## src/hdl/rtcps_pkg.sv

```systemverilog
// Shared constants for the calendar prescaler chain
`default_nettype none
package rtcps_pkg;
  localparam int ASYNC_W = 7;
  localparam int SYNC_W = 15;
  localparam int ADDR_W = 4;
  // Register byte offsets
  localparam logic [3:0] CTRL_OFS = 4'h0;
  localparam logic [3:0] PRER_OFS = 4'h4;
  localparam logic [3:0] SUBSEC_OFS = 4'h8;
  localparam logic [3:0] SECONDS_OFS = 4'hc;
  // Field positions
  localparam int CTRL_EN_BIT = 0;
  localparam int CTRL_SEL_LSB = 1;
  localparam int PRER_SYNC_LSB = 0;
  localparam int PRER_ASYNC_LSB = 16;
  // Values after reset
  localparam logic CTRL_EN_RST = 1'b1;
  localparam logic [ASYNC_W-1:0] ASYNC_DIV_RST = 7'h7f;
  localparam logic [SYNC_W-1:0] SYNC_DIV_RST = 15'h00ff;
  // AXI responses
  localparam logic [1:0] RESP_OKAY = 2'h0;
  localparam logic [1:0] RESP_SLVERR = 2'h2;
  typedef enum logic [1:0] {
    SRC_EXT_LOW_XTAL,
    SRC_INT_LOW_OSC,
    SRC_EXT_HIGH_CLK
  } rtcps_src_t;
  localparam rtcps_src_t SEL_RST = SRC_EXT_LOW_XTAL;
endpackage
`default_nettype wire

```

## src/hdl/rtcps_async_stage.sv

```systemverilog
// First divider stage: wraps after divider value plus one kernel ticks
`timescale 1ns/1ps
`default_nettype none
module rtcps_async_stage #(
  parameter int WIDTH = 7
) (
  // Clock and reset
  input wire logic clk,
  input wire logic rst_n,
  // Kernel tick and setting
  input wire logic kernel_tick,
  input wire logic [WIDTH-1:0] divider,
  // Stage output
  output logic stage_tick,
  output logic [WIDTH-1:0] count
);
  logic [WIDTH-1:0] count_q;

  initial begin
    if (WIDTH < 1) $error("rtcps_async_stage: WIDTH must be at least 1");
  end

  always_ff @(posedge clk) begin
    if (!rst_n) begin
      count_q <= '0;
    end else if (kernel_tick) begin
      if (count_q == '0) begin
        count_q <= divider;
      end else begin
        count_q <= count_q - 1'b1;
      end
    end
  end

  assign stage_tick = kernel_tick && (count_q == '0);
  assign count = count_q;
endmodule
`default_nettype wire

```

## src/hdl/rtcps_subsec_stage.sv

```systemverilog
// Second divider stage: subsecond downcounter with reload
`timescale 1ns/1ps
`default_nettype none
module rtcps_subsec_stage #(
  parameter int WIDTH = 15
) (
  // Clock and reset
  input wire logic clk,
  input wire logic rst_n,
  // First-stage tick and setting
  input wire logic async_tick,
  input wire logic [WIDTH-1:0] divider,
  // Outputs
  output logic calendar_tick,
  output logic [WIDTH-1:0] subsecond
);
  logic [WIDTH-1:0] ssr_q;

  initial begin
    if (WIDTH < 1) $error("rtcps_subsec_stage: WIDTH must be at least 1");
  end

  always_ff @(posedge clk) begin
    if (!rst_n) begin
      ssr_q <= '0;
    end else if (async_tick) begin
      if (ssr_q == '0) begin
        ssr_q <= divider;
      end else begin
        ssr_q <= ssr_q - 1'b1;
      end
    end
  end

  assign calendar_tick = async_tick && (ssr_q == '0);
  assign subsecond = ssr_q;
endmodule
`default_nettype wire

```

## src/hdl/rtcps_top.sv

```systemverilog
// Calendar prescaler chain with AXI4-Lite register access
`timescale 1ns/1ps
`default_nettype none
module rtcps_top #(
  parameter int ASYNC_W = rtcps_pkg::ASYNC_W,
  parameter int SYNC_W = rtcps_pkg::SYNC_W
) (
  // Clock and reset
  input wire logic clk,
  input wire logic rst_n,
  // Kernel clock sources, sampled as levels
  input wire logic external_low_speed_crystal,
  input wire logic internal_low_speed_oscillator,
  input wire logic external_high_speed_clock,
  // AXI4-Lite write address
  input wire logic [rtcps_pkg::ADDR_W-1:0] s_axi_awaddr,
  input wire logic s_axi_awvalid,
  output logic s_axi_awready,
  // AXI4-Lite write data
  input wire logic [31:0] s_axi_wdata,
  input wire logic [3:0] s_axi_wstrb,
  input wire logic s_axi_wvalid,
  output logic s_axi_wready,
  // AXI4-Lite write response
  output logic [1:0] s_axi_bresp,
  output logic s_axi_bvalid,
  input wire logic s_axi_bready,
  // AXI4-Lite read address
  input wire logic [rtcps_pkg::ADDR_W-1:0] s_axi_araddr,
  input wire logic s_axi_arvalid,
  output logic s_axi_arready,
  // AXI4-Lite read data
  output logic [31:0] s_axi_rdata,
  output logic [1:0] s_axi_rresp,
  output logic s_axi_rvalid,
  input wire logic s_axi_rready,
  // Prescaler outputs
  output logic async_stage_clock,
  output logic calendar_tick_clock,
  output logic [31:0] seconds_count
);
  // ----------------------------------------------------------------
  // Elaboration checks
  // ----------------------------------------------------------------
  // The register layout holds at most 7 and 15 bits; the 2^22 ceiling follows
  initial begin
    if (ASYNC_W < 1 || ASYNC_W > 7) $error("rtcps_top: ASYNC_W out of range");
    if (SYNC_W < 1 || SYNC_W > 15) $error("rtcps_top: SYNC_W out of range");
  end

  // ----------------------------------------------------------------
  // Registers
  // ----------------------------------------------------------------
  logic enable_q;
  rtcps_pkg::rtcps_src_t source_sel_q;
  logic [ASYNC_W-1:0] async_divider_value;
  logic [SYNC_W-1:0] sync_divider_value;
  logic [31:0] seconds_q;
  logic [31:0] ctrl_word;
  logic [31:0] prer_word;

  // ----------------------------------------------------------------
  // Kernel clock selection
  // ----------------------------------------------------------------
  logic [2:0] src_in;
  logic [2:0] src_prev_q;
  logic [2:0] src_rise;
  logic rtc_kernel_clock;

  assign src_in = {external_high_speed_clock, internal_low_speed_oscillator,
                   external_low_speed_crystal};

  always_ff @(posedge clk) begin
    if (!rst_n) begin
      src_prev_q <= 3'h0;
    end else begin
      src_prev_q <= src_in;
    end
  end

  assign src_rise = src_in & ~src_prev_q;

  // One kernel tick per rising edge of the chosen source
  always_comb begin
    rtc_kernel_clock = 1'b0;
    unique case (source_sel_q)
      rtcps_pkg::SRC_EXT_LOW_XTAL: rtc_kernel_clock = enable_q && src_rise[0];
      rtcps_pkg::SRC_INT_LOW_OSC: rtc_kernel_clock = enable_q && src_rise[1];
      rtcps_pkg::SRC_EXT_HIGH_CLK: rtc_kernel_clock = enable_q && src_rise[2];
      default: rtc_kernel_clock = 1'b0;
    endcase
  end

  // ----------------------------------------------------------------
  // Divider chain
  // ----------------------------------------------------------------
  logic [ASYNC_W-1:0] async_count;
  logic [SYNC_W-1:0] subsecond_downcounter;

  // Work is pushed into the first stage so the wide counter toggles rarely
  rtcps_async_stage #(
    .WIDTH(ASYNC_W)
  ) u_async (
    .clk(clk),
    .rst_n(rst_n),
    .kernel_tick(rtc_kernel_clock),
    .divider(async_divider_value),
    .stage_tick(async_stage_clock),
    .count(async_count)
  );

  rtcps_subsec_stage #(
    .WIDTH(SYNC_W)
  ) u_subsec (
    .clk(clk),
    .rst_n(rst_n),
    .async_tick(async_stage_clock),
    .divider(sync_divider_value),
    .calendar_tick(calendar_tick_clock),
    .subsecond(subsecond_downcounter)
  );

  always_ff @(posedge clk) begin
    if (!rst_n) begin
      seconds_q <= 32'h0;
    end else if (calendar_tick_clock) begin
      seconds_q <= seconds_q + 32'h1;
    end
  end
  assign seconds_count = seconds_q;

  // ----------------------------------------------------------------
  // AXI4-Lite write path
  // ----------------------------------------------------------------
  logic aw_held_q;
  logic w_held_q;
  logic [rtcps_pkg::ADDR_W-1:0] awaddr_q;
  logic [31:0] wdata_q;
  logic [3:0] wstrb_q;
  logic bvalid_q;
  logic [1:0] bresp_q;
  logic do_write;
  logic [31:0] wmask;

  assign s_axi_awready = !aw_held_q && !bvalid_q;
  assign s_axi_wready = !w_held_q && !bvalid_q;
  assign do_write = aw_held_q && w_held_q && !bvalid_q;
  assign wmask = {{8{wstrb_q[3]}}, {8{wstrb_q[2]}}, {8{wstrb_q[1]}}, {8{wstrb_q[0]}}};

  always_ff @(posedge clk) begin
    if (!rst_n) begin
      aw_held_q <= 1'b0;
      awaddr_q <= '0;
    end else if (s_axi_awvalid && s_axi_awready) begin
      aw_held_q <= 1'b1;
      awaddr_q <= s_axi_awaddr;
    end else if (do_write) begin
      aw_held_q <= 1'b0;
    end
  end

  always_ff @(posedge clk) begin
    if (!rst_n) begin
      w_held_q <= 1'b0;
      wdata_q <= 32'h0;
      wstrb_q <= 4'h0;
    end else if (s_axi_wvalid && s_axi_wready) begin
      w_held_q <= 1'b1;
      wdata_q <= s_axi_wdata;
      wstrb_q <= s_axi_wstrb;
    end else if (do_write) begin
      w_held_q <= 1'b0;
    end
  end
  always_ff @(posedge clk) begin
    if (!rst_n) begin
      bvalid_q <= 1'b0;
      bresp_q <= rtcps_pkg::RESP_OKAY;
    end else if (do_write) begin
      bvalid_q <= 1'b1;
      bresp_q <= (awaddr_q == rtcps_pkg::CTRL_OFS || awaddr_q == rtcps_pkg::PRER_OFS) ?
                 rtcps_pkg::RESP_OKAY : rtcps_pkg::RESP_SLVERR;
    end else if (s_axi_bready) begin
      bvalid_q <= 1'b0;
    end
  end
  assign s_axi_bvalid = bvalid_q;
  assign s_axi_bresp = bresp_q;

  // Divider settings take effect at the next counter wrap; enable and source select change at once
  logic [31:0] ctrl_new;
  logic [31:0] prer_new;
  assign ctrl_new = (ctrl_word & ~wmask) | (wdata_q & wmask);
  assign prer_new = (prer_word & ~wmask) | (wdata_q & wmask);

  always_ff @(posedge clk) begin
    if (!rst_n) begin
      enable_q <= rtcps_pkg::CTRL_EN_RST;
      source_sel_q <= rtcps_pkg::SEL_RST;
    end else if (do_write && awaddr_q == rtcps_pkg::CTRL_OFS) begin
      enable_q <= ctrl_new[rtcps_pkg::CTRL_EN_BIT];
      // An unused source code keeps the previous selection
      if (ctrl_new[rtcps_pkg::CTRL_SEL_LSB +: 2] != 2'h3) begin
        source_sel_q <= rtcps_pkg::rtcps_src_t'(ctrl_new[rtcps_pkg::CTRL_SEL_LSB +: 2]);
      end
    end
  end

  always_ff @(posedge clk) begin
    if (!rst_n) begin
      async_divider_value <= rtcps_pkg::ASYNC_DIV_RST[ASYNC_W-1:0];
      sync_divider_value <= rtcps_pkg::SYNC_DIV_RST[SYNC_W-1:0];
    end else if (do_write && awaddr_q == rtcps_pkg::PRER_OFS) begin
      async_divider_value <= prer_new[rtcps_pkg::PRER_ASYNC_LSB +: ASYNC_W];
      sync_divider_value <= prer_new[rtcps_pkg::PRER_SYNC_LSB +: SYNC_W];
    end
  end
  assign ctrl_word = {29'h0, source_sel_q, enable_q};
  assign prer_word = {{(16-ASYNC_W){1'b0}}, async_divider_value,
                      {(16-SYNC_W){1'b0}}, sync_divider_value};

  // ----------------------------------------------------------------
  // AXI4-Lite read path
  // ----------------------------------------------------------------
  logic rvalid_q;
  logic [31:0] rdata_q;
  logic [1:0] rresp_q;
  assign s_axi_arready = !rvalid_q;

  always_ff @(posedge clk) begin
    if (!rst_n) begin
      rvalid_q <= 1'b0;
      rdata_q <= 32'h0;
      rresp_q <= rtcps_pkg::RESP_OKAY;
    end else if (s_axi_arvalid && s_axi_arready) begin
      rvalid_q <= 1'b1;
      rresp_q <= rtcps_pkg::RESP_OKAY;
      unique case (s_axi_araddr)
        rtcps_pkg::CTRL_OFS: rdata_q <= ctrl_word;
        rtcps_pkg::PRER_OFS: rdata_q <= prer_word;
        rtcps_pkg::SUBSEC_OFS: rdata_q <= {{(32-SYNC_W){1'b0}}, subsecond_downcounter};
        rtcps_pkg::SECONDS_OFS: rdata_q <= seconds_q;
        default: begin
          rdata_q <= 32'h0;
          rresp_q <= rtcps_pkg::RESP_SLVERR;
        end
      endcase
    end else if (s_axi_rready) begin
      rvalid_q <= 1'b0;
    end
  end

  assign s_axi_rvalid = rvalid_q;
  assign s_axi_rdata = rdata_q;
  assign s_axi_rresp = rresp_q;

  // ----------------------------------------------------------------
  // Assertions
  // ----------------------------------------------------------------
  property p_kernel_source;
    @(posedge clk) disable iff (!rst_n)
    rtc_kernel_clock |-> enable_q && src_rise[source_sel_q];
  endproperty
  a_kernel_source: assert property (p_kernel_source)
    else $error("kernel tick without selected source edge");

  property p_async_tick_at_zero;
    @(posedge clk) disable iff (!rst_n)
    async_stage_clock |-> rtc_kernel_clock && async_count == '0;
  endproperty
  a_async_tick_at_zero: assert property (p_async_tick_at_zero)
    else $error("first stage tick away from wrap");

  property p_async_reload;
    @(posedge clk) disable iff (!rst_n)
    async_stage_clock |=> async_count == $past(async_divider_value);
  endproperty
  a_async_reload: assert property (p_async_reload)
    else $error("first stage did not reload divider value");

  property p_async_hold;
    @(posedge clk) disable iff (!rst_n)
    !rtc_kernel_clock |=> $stable(async_count);
  endproperty
  a_async_hold: assert property (p_async_hold)
    else $error("first stage moved without kernel tick");

  property p_subsec_dec;
    @(posedge clk) disable iff (!rst_n)
    async_stage_clock && subsecond_downcounter != '0 |=>
      subsecond_downcounter == $past(subsecond_downcounter) - 1'b1;
  endproperty
  a_subsec_dec: assert property (p_subsec_dec)
    else $error("subsecond downcounter did not decrement");

  property p_subsec_reload;
    @(posedge clk) disable iff (!rst_n)
    async_stage_clock && subsecond_downcounter == '0 |->
      calendar_tick_clock ##1 subsecond_downcounter == $past(sync_divider_value);
  endproperty
  a_subsec_reload: assert property (p_subsec_reload)
    else $error("subsecond reload or calendar tick missing");

  property p_subsec_hold;
    @(posedge clk) disable iff (!rst_n)
    !async_stage_clock |=> $stable(subsecond_downcounter);
  endproperty
  a_subsec_hold: assert property (p_subsec_hold)
    else $error("subsecond counter moved without first stage tick");

  property p_seconds_advance;
    @(posedge clk) disable iff (!rst_n)
    calendar_tick_clock |=> seconds_q == $past(seconds_q) + 32'h1;
  endproperty
  a_seconds_advance: assert property (p_seconds_advance)
    else $error("calendar count did not advance");

  property p_cal_needs_async;
    @(posedge clk) disable iff (!rst_n)
    calendar_tick_clock |-> async_stage_clock && rtc_kernel_clock;
  endproperty
  a_cal_needs_async: assert property (p_cal_needs_async)
    else $error("calendar tick without both stages wrapping");
endmodule
`default_nettype wire

```

## config.mk

```make
export PLATFORM = sky130hd
export DESIGN_NAME = rtcps_top
export DESIGN_NICKNAME = d
export VERILOG_FILES = /design/src/hdl/rtcps_pkg.sv /design/src/hdl/rtcps_async_stage.sv /design/src/hdl/rtcps_subsec_stage.sv /design/src/hdl/rtcps_top.sv
export SDC_FILE = /design/constraint.sdc
export NUM_CORES = 1
export LEC_CHECK = 0
export BUFFER_PORTS_ARGS = -buffer_cell sky130_fd_sc_hd__buf_2
export CELL_PAD_IN_SITES_DETAIL_PLACEMENT = 0
export CELL_PAD_IN_SITES_GLOBAL_PLACEMENT = 2
export CORE_MARGIN = 4
export CORE_UTILIZATION = 35
export CTS_CLUSTER_DIAMETER = 50
export CTS_CLUSTER_SIZE = 16
export DETAILED_ROUTE_END_ITERATION = 8
export PLACE_DENSITY_LB_ADDON = 0.15
export SYNTH_ARGS = -nofsm -noshare
export SYNTH_HDL_FRONTEND = slang
export SYNTH_SLANG_ARGS = --single-unit
```

## constraint.sdc

```tcl
create_clock -name clk -period 6.3 [get_ports clk]
set_input_delay 0.315 -clock clk [delete_from_list [all_inputs] [get_ports clk]]
set_output_delay 0.315 -clock clk [all_outputs]
set_load 0.05 [all_outputs]
```

After elaboration in Yosys (flattened, before gate mapping)
Cells that the tools add are included.
Word-level totals
  word-level logic and storage cells: 79
  output and inout port bits: 75
  input bits: 54
  register bits: 152
Cells by class
  bitwise gates (word level): 8
  equality and inequality tests: 7
  reductions and logical operators: 30
  add/subtract/negate cells: 3
  multiplexer cells: 13
Operator list (number)
  $pmux W32 S4: 1
  $and A23 B23 Y23: 2
  $add A32 B1 Y32 const B: 1
  $not A23 Y23: 1
  $or A23 B23 Y23: 1
  $logic_not A15 Y1: 1
  $mux W15: 1
  $sub A15 B1 Y15 const B: 1
  $logic_and A1 B1 Y1: 14
  $eq A4 B3 Y1 const B: 2
  $eq A4 B4 Y1 const B: 2
  $logic_not A4 Y1: 2
  $reduce_bool A2 Y1: 4
  $logic_not A7 Y1: 1
  $mux W1: 7
  $mux W7: 1
  $sub A7 B1 Y7 const B: 1
  $and A3 B3 Y3: 2
  $logic_not A1 Y1: 4
  $mux W2: 2
  $reduce_or A4 Y1: 1
  $not A3 Y3: 1
  $or A3 B3 Y3: 1
  $pmux W1 S3: 1
  6 further kinds: 6

Depth between registers and ports, before layout
  depth in word-level cells: 6
  mapped depth: 10

Hierarchy
Synthesis repeated with hierarchy kept, for this count alone.
Second synthesis, totals
  cells, all modules: 764
  area, all modules: 6650.1 um^2
Modules (own cells, without submodules)
  rtcps_top: area an instance 5246.3 um^2, times used 1, cells an instance 601, seq. area each 2542.4 um^2
  rtcps_subsec_stage: area an instance 968.4 um^2, times used 1, cells an instance 113, seq. area each 300.3 um^2
  rtcps_async_stage: area an instance 435.4 um^2, times used 1, cells an instance 50, seq. area each 140.1 um^2

Least setup slack after synthesis
Ideal clock, no wire load.
  path kind: register to register
  from: register seconds_q[4], in the netlist seconds_count[4]
  to: register seconds_q[22], in the netlist seconds_count[22]
  library setup time: 70 ps
  period minus slack after synthesis: 2372 ps
  cell stages (with the launch flop): 6
  slack: 3928 ps
  buffers on the path: 0
  data arrival time: 2301 ps
  cells stage by stage: dfxtp_1 -> nand4_1 -> nor4_1 -> nand2_1 -> or4_1 -> a21oi_1
On the way
  cells in the longest elaborated chain, start to end: 1
RTL lines
  from (decl): RTL line rtcps_top.sv:58  | logic [31:0] seconds_q;
  from (signal assigned): RTL line rtcps_top.sv:127  | seconds_q <= seconds_q + 32'h1;
  $add A32 B1 Y32: RTL line rtcps_top.sv:127
No other way between the ends.
A chain may end at the register's enable or synchronous reset.

Final worst setup path
  from: register u_subsec.ssr_q[6], in the netlist u_subsec.subsecond[6]
  to: output port calendar_tick_clock
On the way
  cells in the longest elaborated chain, start to end: 2
RTL lines
  from (decl): RTL line rtcps_subsec_stage.sv:17  | logic [WIDTH-1:0] ssr_q;
  from (signal assigned): RTL line rtcps_subsec_stage.sv:28  | ssr_q <= divider;
  from (signal assigned): RTL line rtcps_subsec_stage.sv:30  | ssr_q <= ssr_q - 1'b1;
  $logic_not A15 Y1: RTL line rtcps_subsec_stage.sv:35  | assign calendar_tick = async_tick && (ssr_q == '0);
  $logic_and A1 B1 Y1: RTL line rtcps_subsec_stage.sv:35
  to (decl): RTL line rtcps_top.sv:39  | output logic calendar_tick_clock,
No other way between the ends.

==> run metrics <==
die area between 0.02 and 0.025 mm^2; post-synthesis cell type count 65; first-pass GRT wire length about 32000 um; hold buffer count at CTS 0; status complete, no violations; initial core utilization 0.360; initial antenna violation count 0; crit path launch type flip-flop; crit path cell chain nor4_2, and4_1, nand3_1, inv_1, buf_2; Clock Skew 0.00933 ns; CP max stage cell and4_1; Logic pwr share 0.368; hpwl dp approximately 14000 um; final setup vio count 0; max-slew violations 0; crit-path max FO 20; Crit path required time between 5 and 6 ns; largest net degree at the start of global routing 75; TritonCTS Buffers 17; Root Buffer clkbuf_16; first-pass detailed-route iteration total 5; Clock transition at path regs approximately 0.060 ns; Max clock buf depth 2; M1 wire length 9890 um; # diodes 0; Sw Share 0.391; Post-Layout Inst Area 0.00808 mm^2; HP Class in2reg; Hold Vio Cnt, Final 0; FP Rows 50; postcts setup bufs 0; Layout area overhead 18.4%; met3 wire length 797 um; Worst EP arrival ~3.2 ns; htree depth 4; P_leak between 3 and 4 nW; Core Box Area roughly 0.019 mm^2; Top Layer Used met4; Flop pwr share 0.346; Post-DRT Antenna Nets 0; Clock Sinks roughly 150; Overflow after GRT 0; final net count ~960; fraction of registers with async set/reset 0; CTS tree done; setup TNS 0 ns; fmax roughly 0.29 GHz; die extent in x about 150 um; Post-Syn Area per Cell between 8 and 9 um^2; share of cells above drive strength 1 0.201; Synth warnings 0; post-synthesis sequential element count around 150; ys flop type dfxtp_1; io pins about 130; worst vdd ir 0.266 mV; DR vias ~6000; chip height 148 um; max-cap viol count 0; DR iter-0 viols roughly 280; drt via density ~5.2; Post-Syn Instances roughly 800; vias in the first global route a little under 6000; Post-synth EDFFs 0; CP endpoint kind primary output; unrepaired setup endpoints after global routing false; sequential fraction of the synthesis area 0.437; placed cell areas roughly 0.0075 mm^2; Worst-Margin Slew 1.25 ns; gpl congestion 0.834; GR Util All Layers 0.179; Switch Pwr 1.27 mW; power per cell area 403 mW/mm^2; slowest stage delay, CP 0.78 ns; Design Power 3.26 mW; clock latency on the worst-skew pair roughly 0.42 ns; Worst Setup Path Type reg2out; final worst-path cycle share 0.557; # port buffers roughly 120; met2 WL about 8400 um; internal power slightly below 2 mW; Syn Std Cell Area 0.00683 mm^2; Clock Power Share 0.285; Worst slew margin 0.161; post-cts resize count 0; crit path time final approximately 3.5 ns; WL per Instance between 15 and 20 um; final wirelength 19400 um; DRC 0
==> stage by stage <==
step	hold WS (ns)	std cells	utilization	setup WS, ns
after floorplan	0.436	810	-	3.93
after global placement	0.443	1140	0.398	2.96
after detailed placement	0.443	1140	0.398	3.02
after CTS	0.0958	1171	0.426	2.78
after global routing	0.111	1171	0.426	2.51
final	0.110	1171	0.426	2.79
==> placed cells by master (no fill, tap or decap), types with 15 or more instances in the layout <==
master and instances:
a21oi_1 85, nand3_1 20, clkbuf_16 17, nand2_1 140
buf_2 115, mux2i_1 36, nor2_1 57, inv_1 22
o21ai_0 38, dfxtp_1 149, and2_1 15
==> synthesized netlist by cell type, types with 5 or more instances <==
| master | n | share of area |
|---|---|---|
| dfxtp_1 | 149 | 0.44 |
| nand2_1 | 140 | 0.077 |
| a21oi_1 | 85 | 0.062 |
| nor2_1 | 57 | 0.031 |
| o21ai_0 | 38 | 0.028 |
| clkbuf_1 | 37 | 0.020 |
| mux2i_1 | 36 | 0.053 |
| inv_1 | 23 | 0.013 |
| nand3_1 | 20 | 0.015 |
| and2_1 | 15 | 0.014 |
| a22oi_1 | 14 | 0.015 |
| or3_1 | 14 | 0.013 |
| mux2_2 | 13 | 0.021 |
| a22o_1 | 12 | 0.015 |
| nand4_1 | 12 | 0.011 |
| nor3_1 | 12 | 0.0088 |
| o31ai_1 | 11 | 0.012 |
| or4_1 | 11 | 0.012 |
| ha_1 | 8 | 0.015 |
| nand2b_1 | 7 | 0.0064 |
| a31oi_1 | 6 | 0.0055 |
| buf_2 | 5 | 0.0037 |
| nor2b_1 | 5 | 0.0046 |
==> power groups by stage <==
stage          Clock (mW)  Combinational (mW)  Sequential, mW
2_1_floorplan           0               0.958            1.14
3_3_place_gp            0                1.19            1.14
3_5_place_dp            0                1.19            1.15
4_1_cts             0.952                1.20            1.13
5_1_grt             0.996                1.34            1.14
6_report            0.929                1.20            1.13
==> path summary, 6_finish.rpt <==
path | slack, ns | depth (start not counted) | startpoint | end
max | 2.79 | 5 | u_subsec.subsecond[6] | calendar_tick_clock
min | 0.11 | 2 | external_low_speed_crystal | src_prev_q[0]
max reg2reg | 2.98 | 5 | u_subsec.subsecond[6] | seconds_count[12]
min reg2reg | 0.45 | 2 | s_axi_rdata[5] | s_axi_rdata[5]
==> worst max-delay path: cells and delay by family, from the launching register on <==
kind | cells | cell delay, ns
buffers and inverters | 2 | 0.65
and+or+nand+nor | 3 | 1.72
DFF | 1 | 0.40
==> area by class of cell <==
| cell class | count | area, um^2 |
|---|---|---|
| Inverter | 23 | 87.6 |
| Fill cell | 1949 | 10900 |
| Sequential cell | 149 | 2980 |
| Timing Repair Buffer | 119 | 606 |
| Clock inverter | 11 | 78.8 |
| Multi-Input combinational cell | 589 | 3540 |
| Clock buffer | 20 | 457 |
| Tap cell | 260 | 325 |
==> routing by layer <==
metal / vias to the layer above / GRT usage
li1: 3055 / -
met1: 2928 / 0.253
met2: 124 / 0.275
met3: 19 / 0.0337
met4: 0 / 0.0582
met5: - / 0
==> cell families after synthesis <==
logic type	after synthesis	synth area share
mux	52	0.0841
simple gates	326	0.235
other cells	1	0.000549
flops	149	0.437
buf+inv	72	0.0453
fa+ha+maj	8	0.0147
compound gates	197	0.179
xor+xnor	4	0.00513
Note: power is estimated with default switching activity, not from simulation.
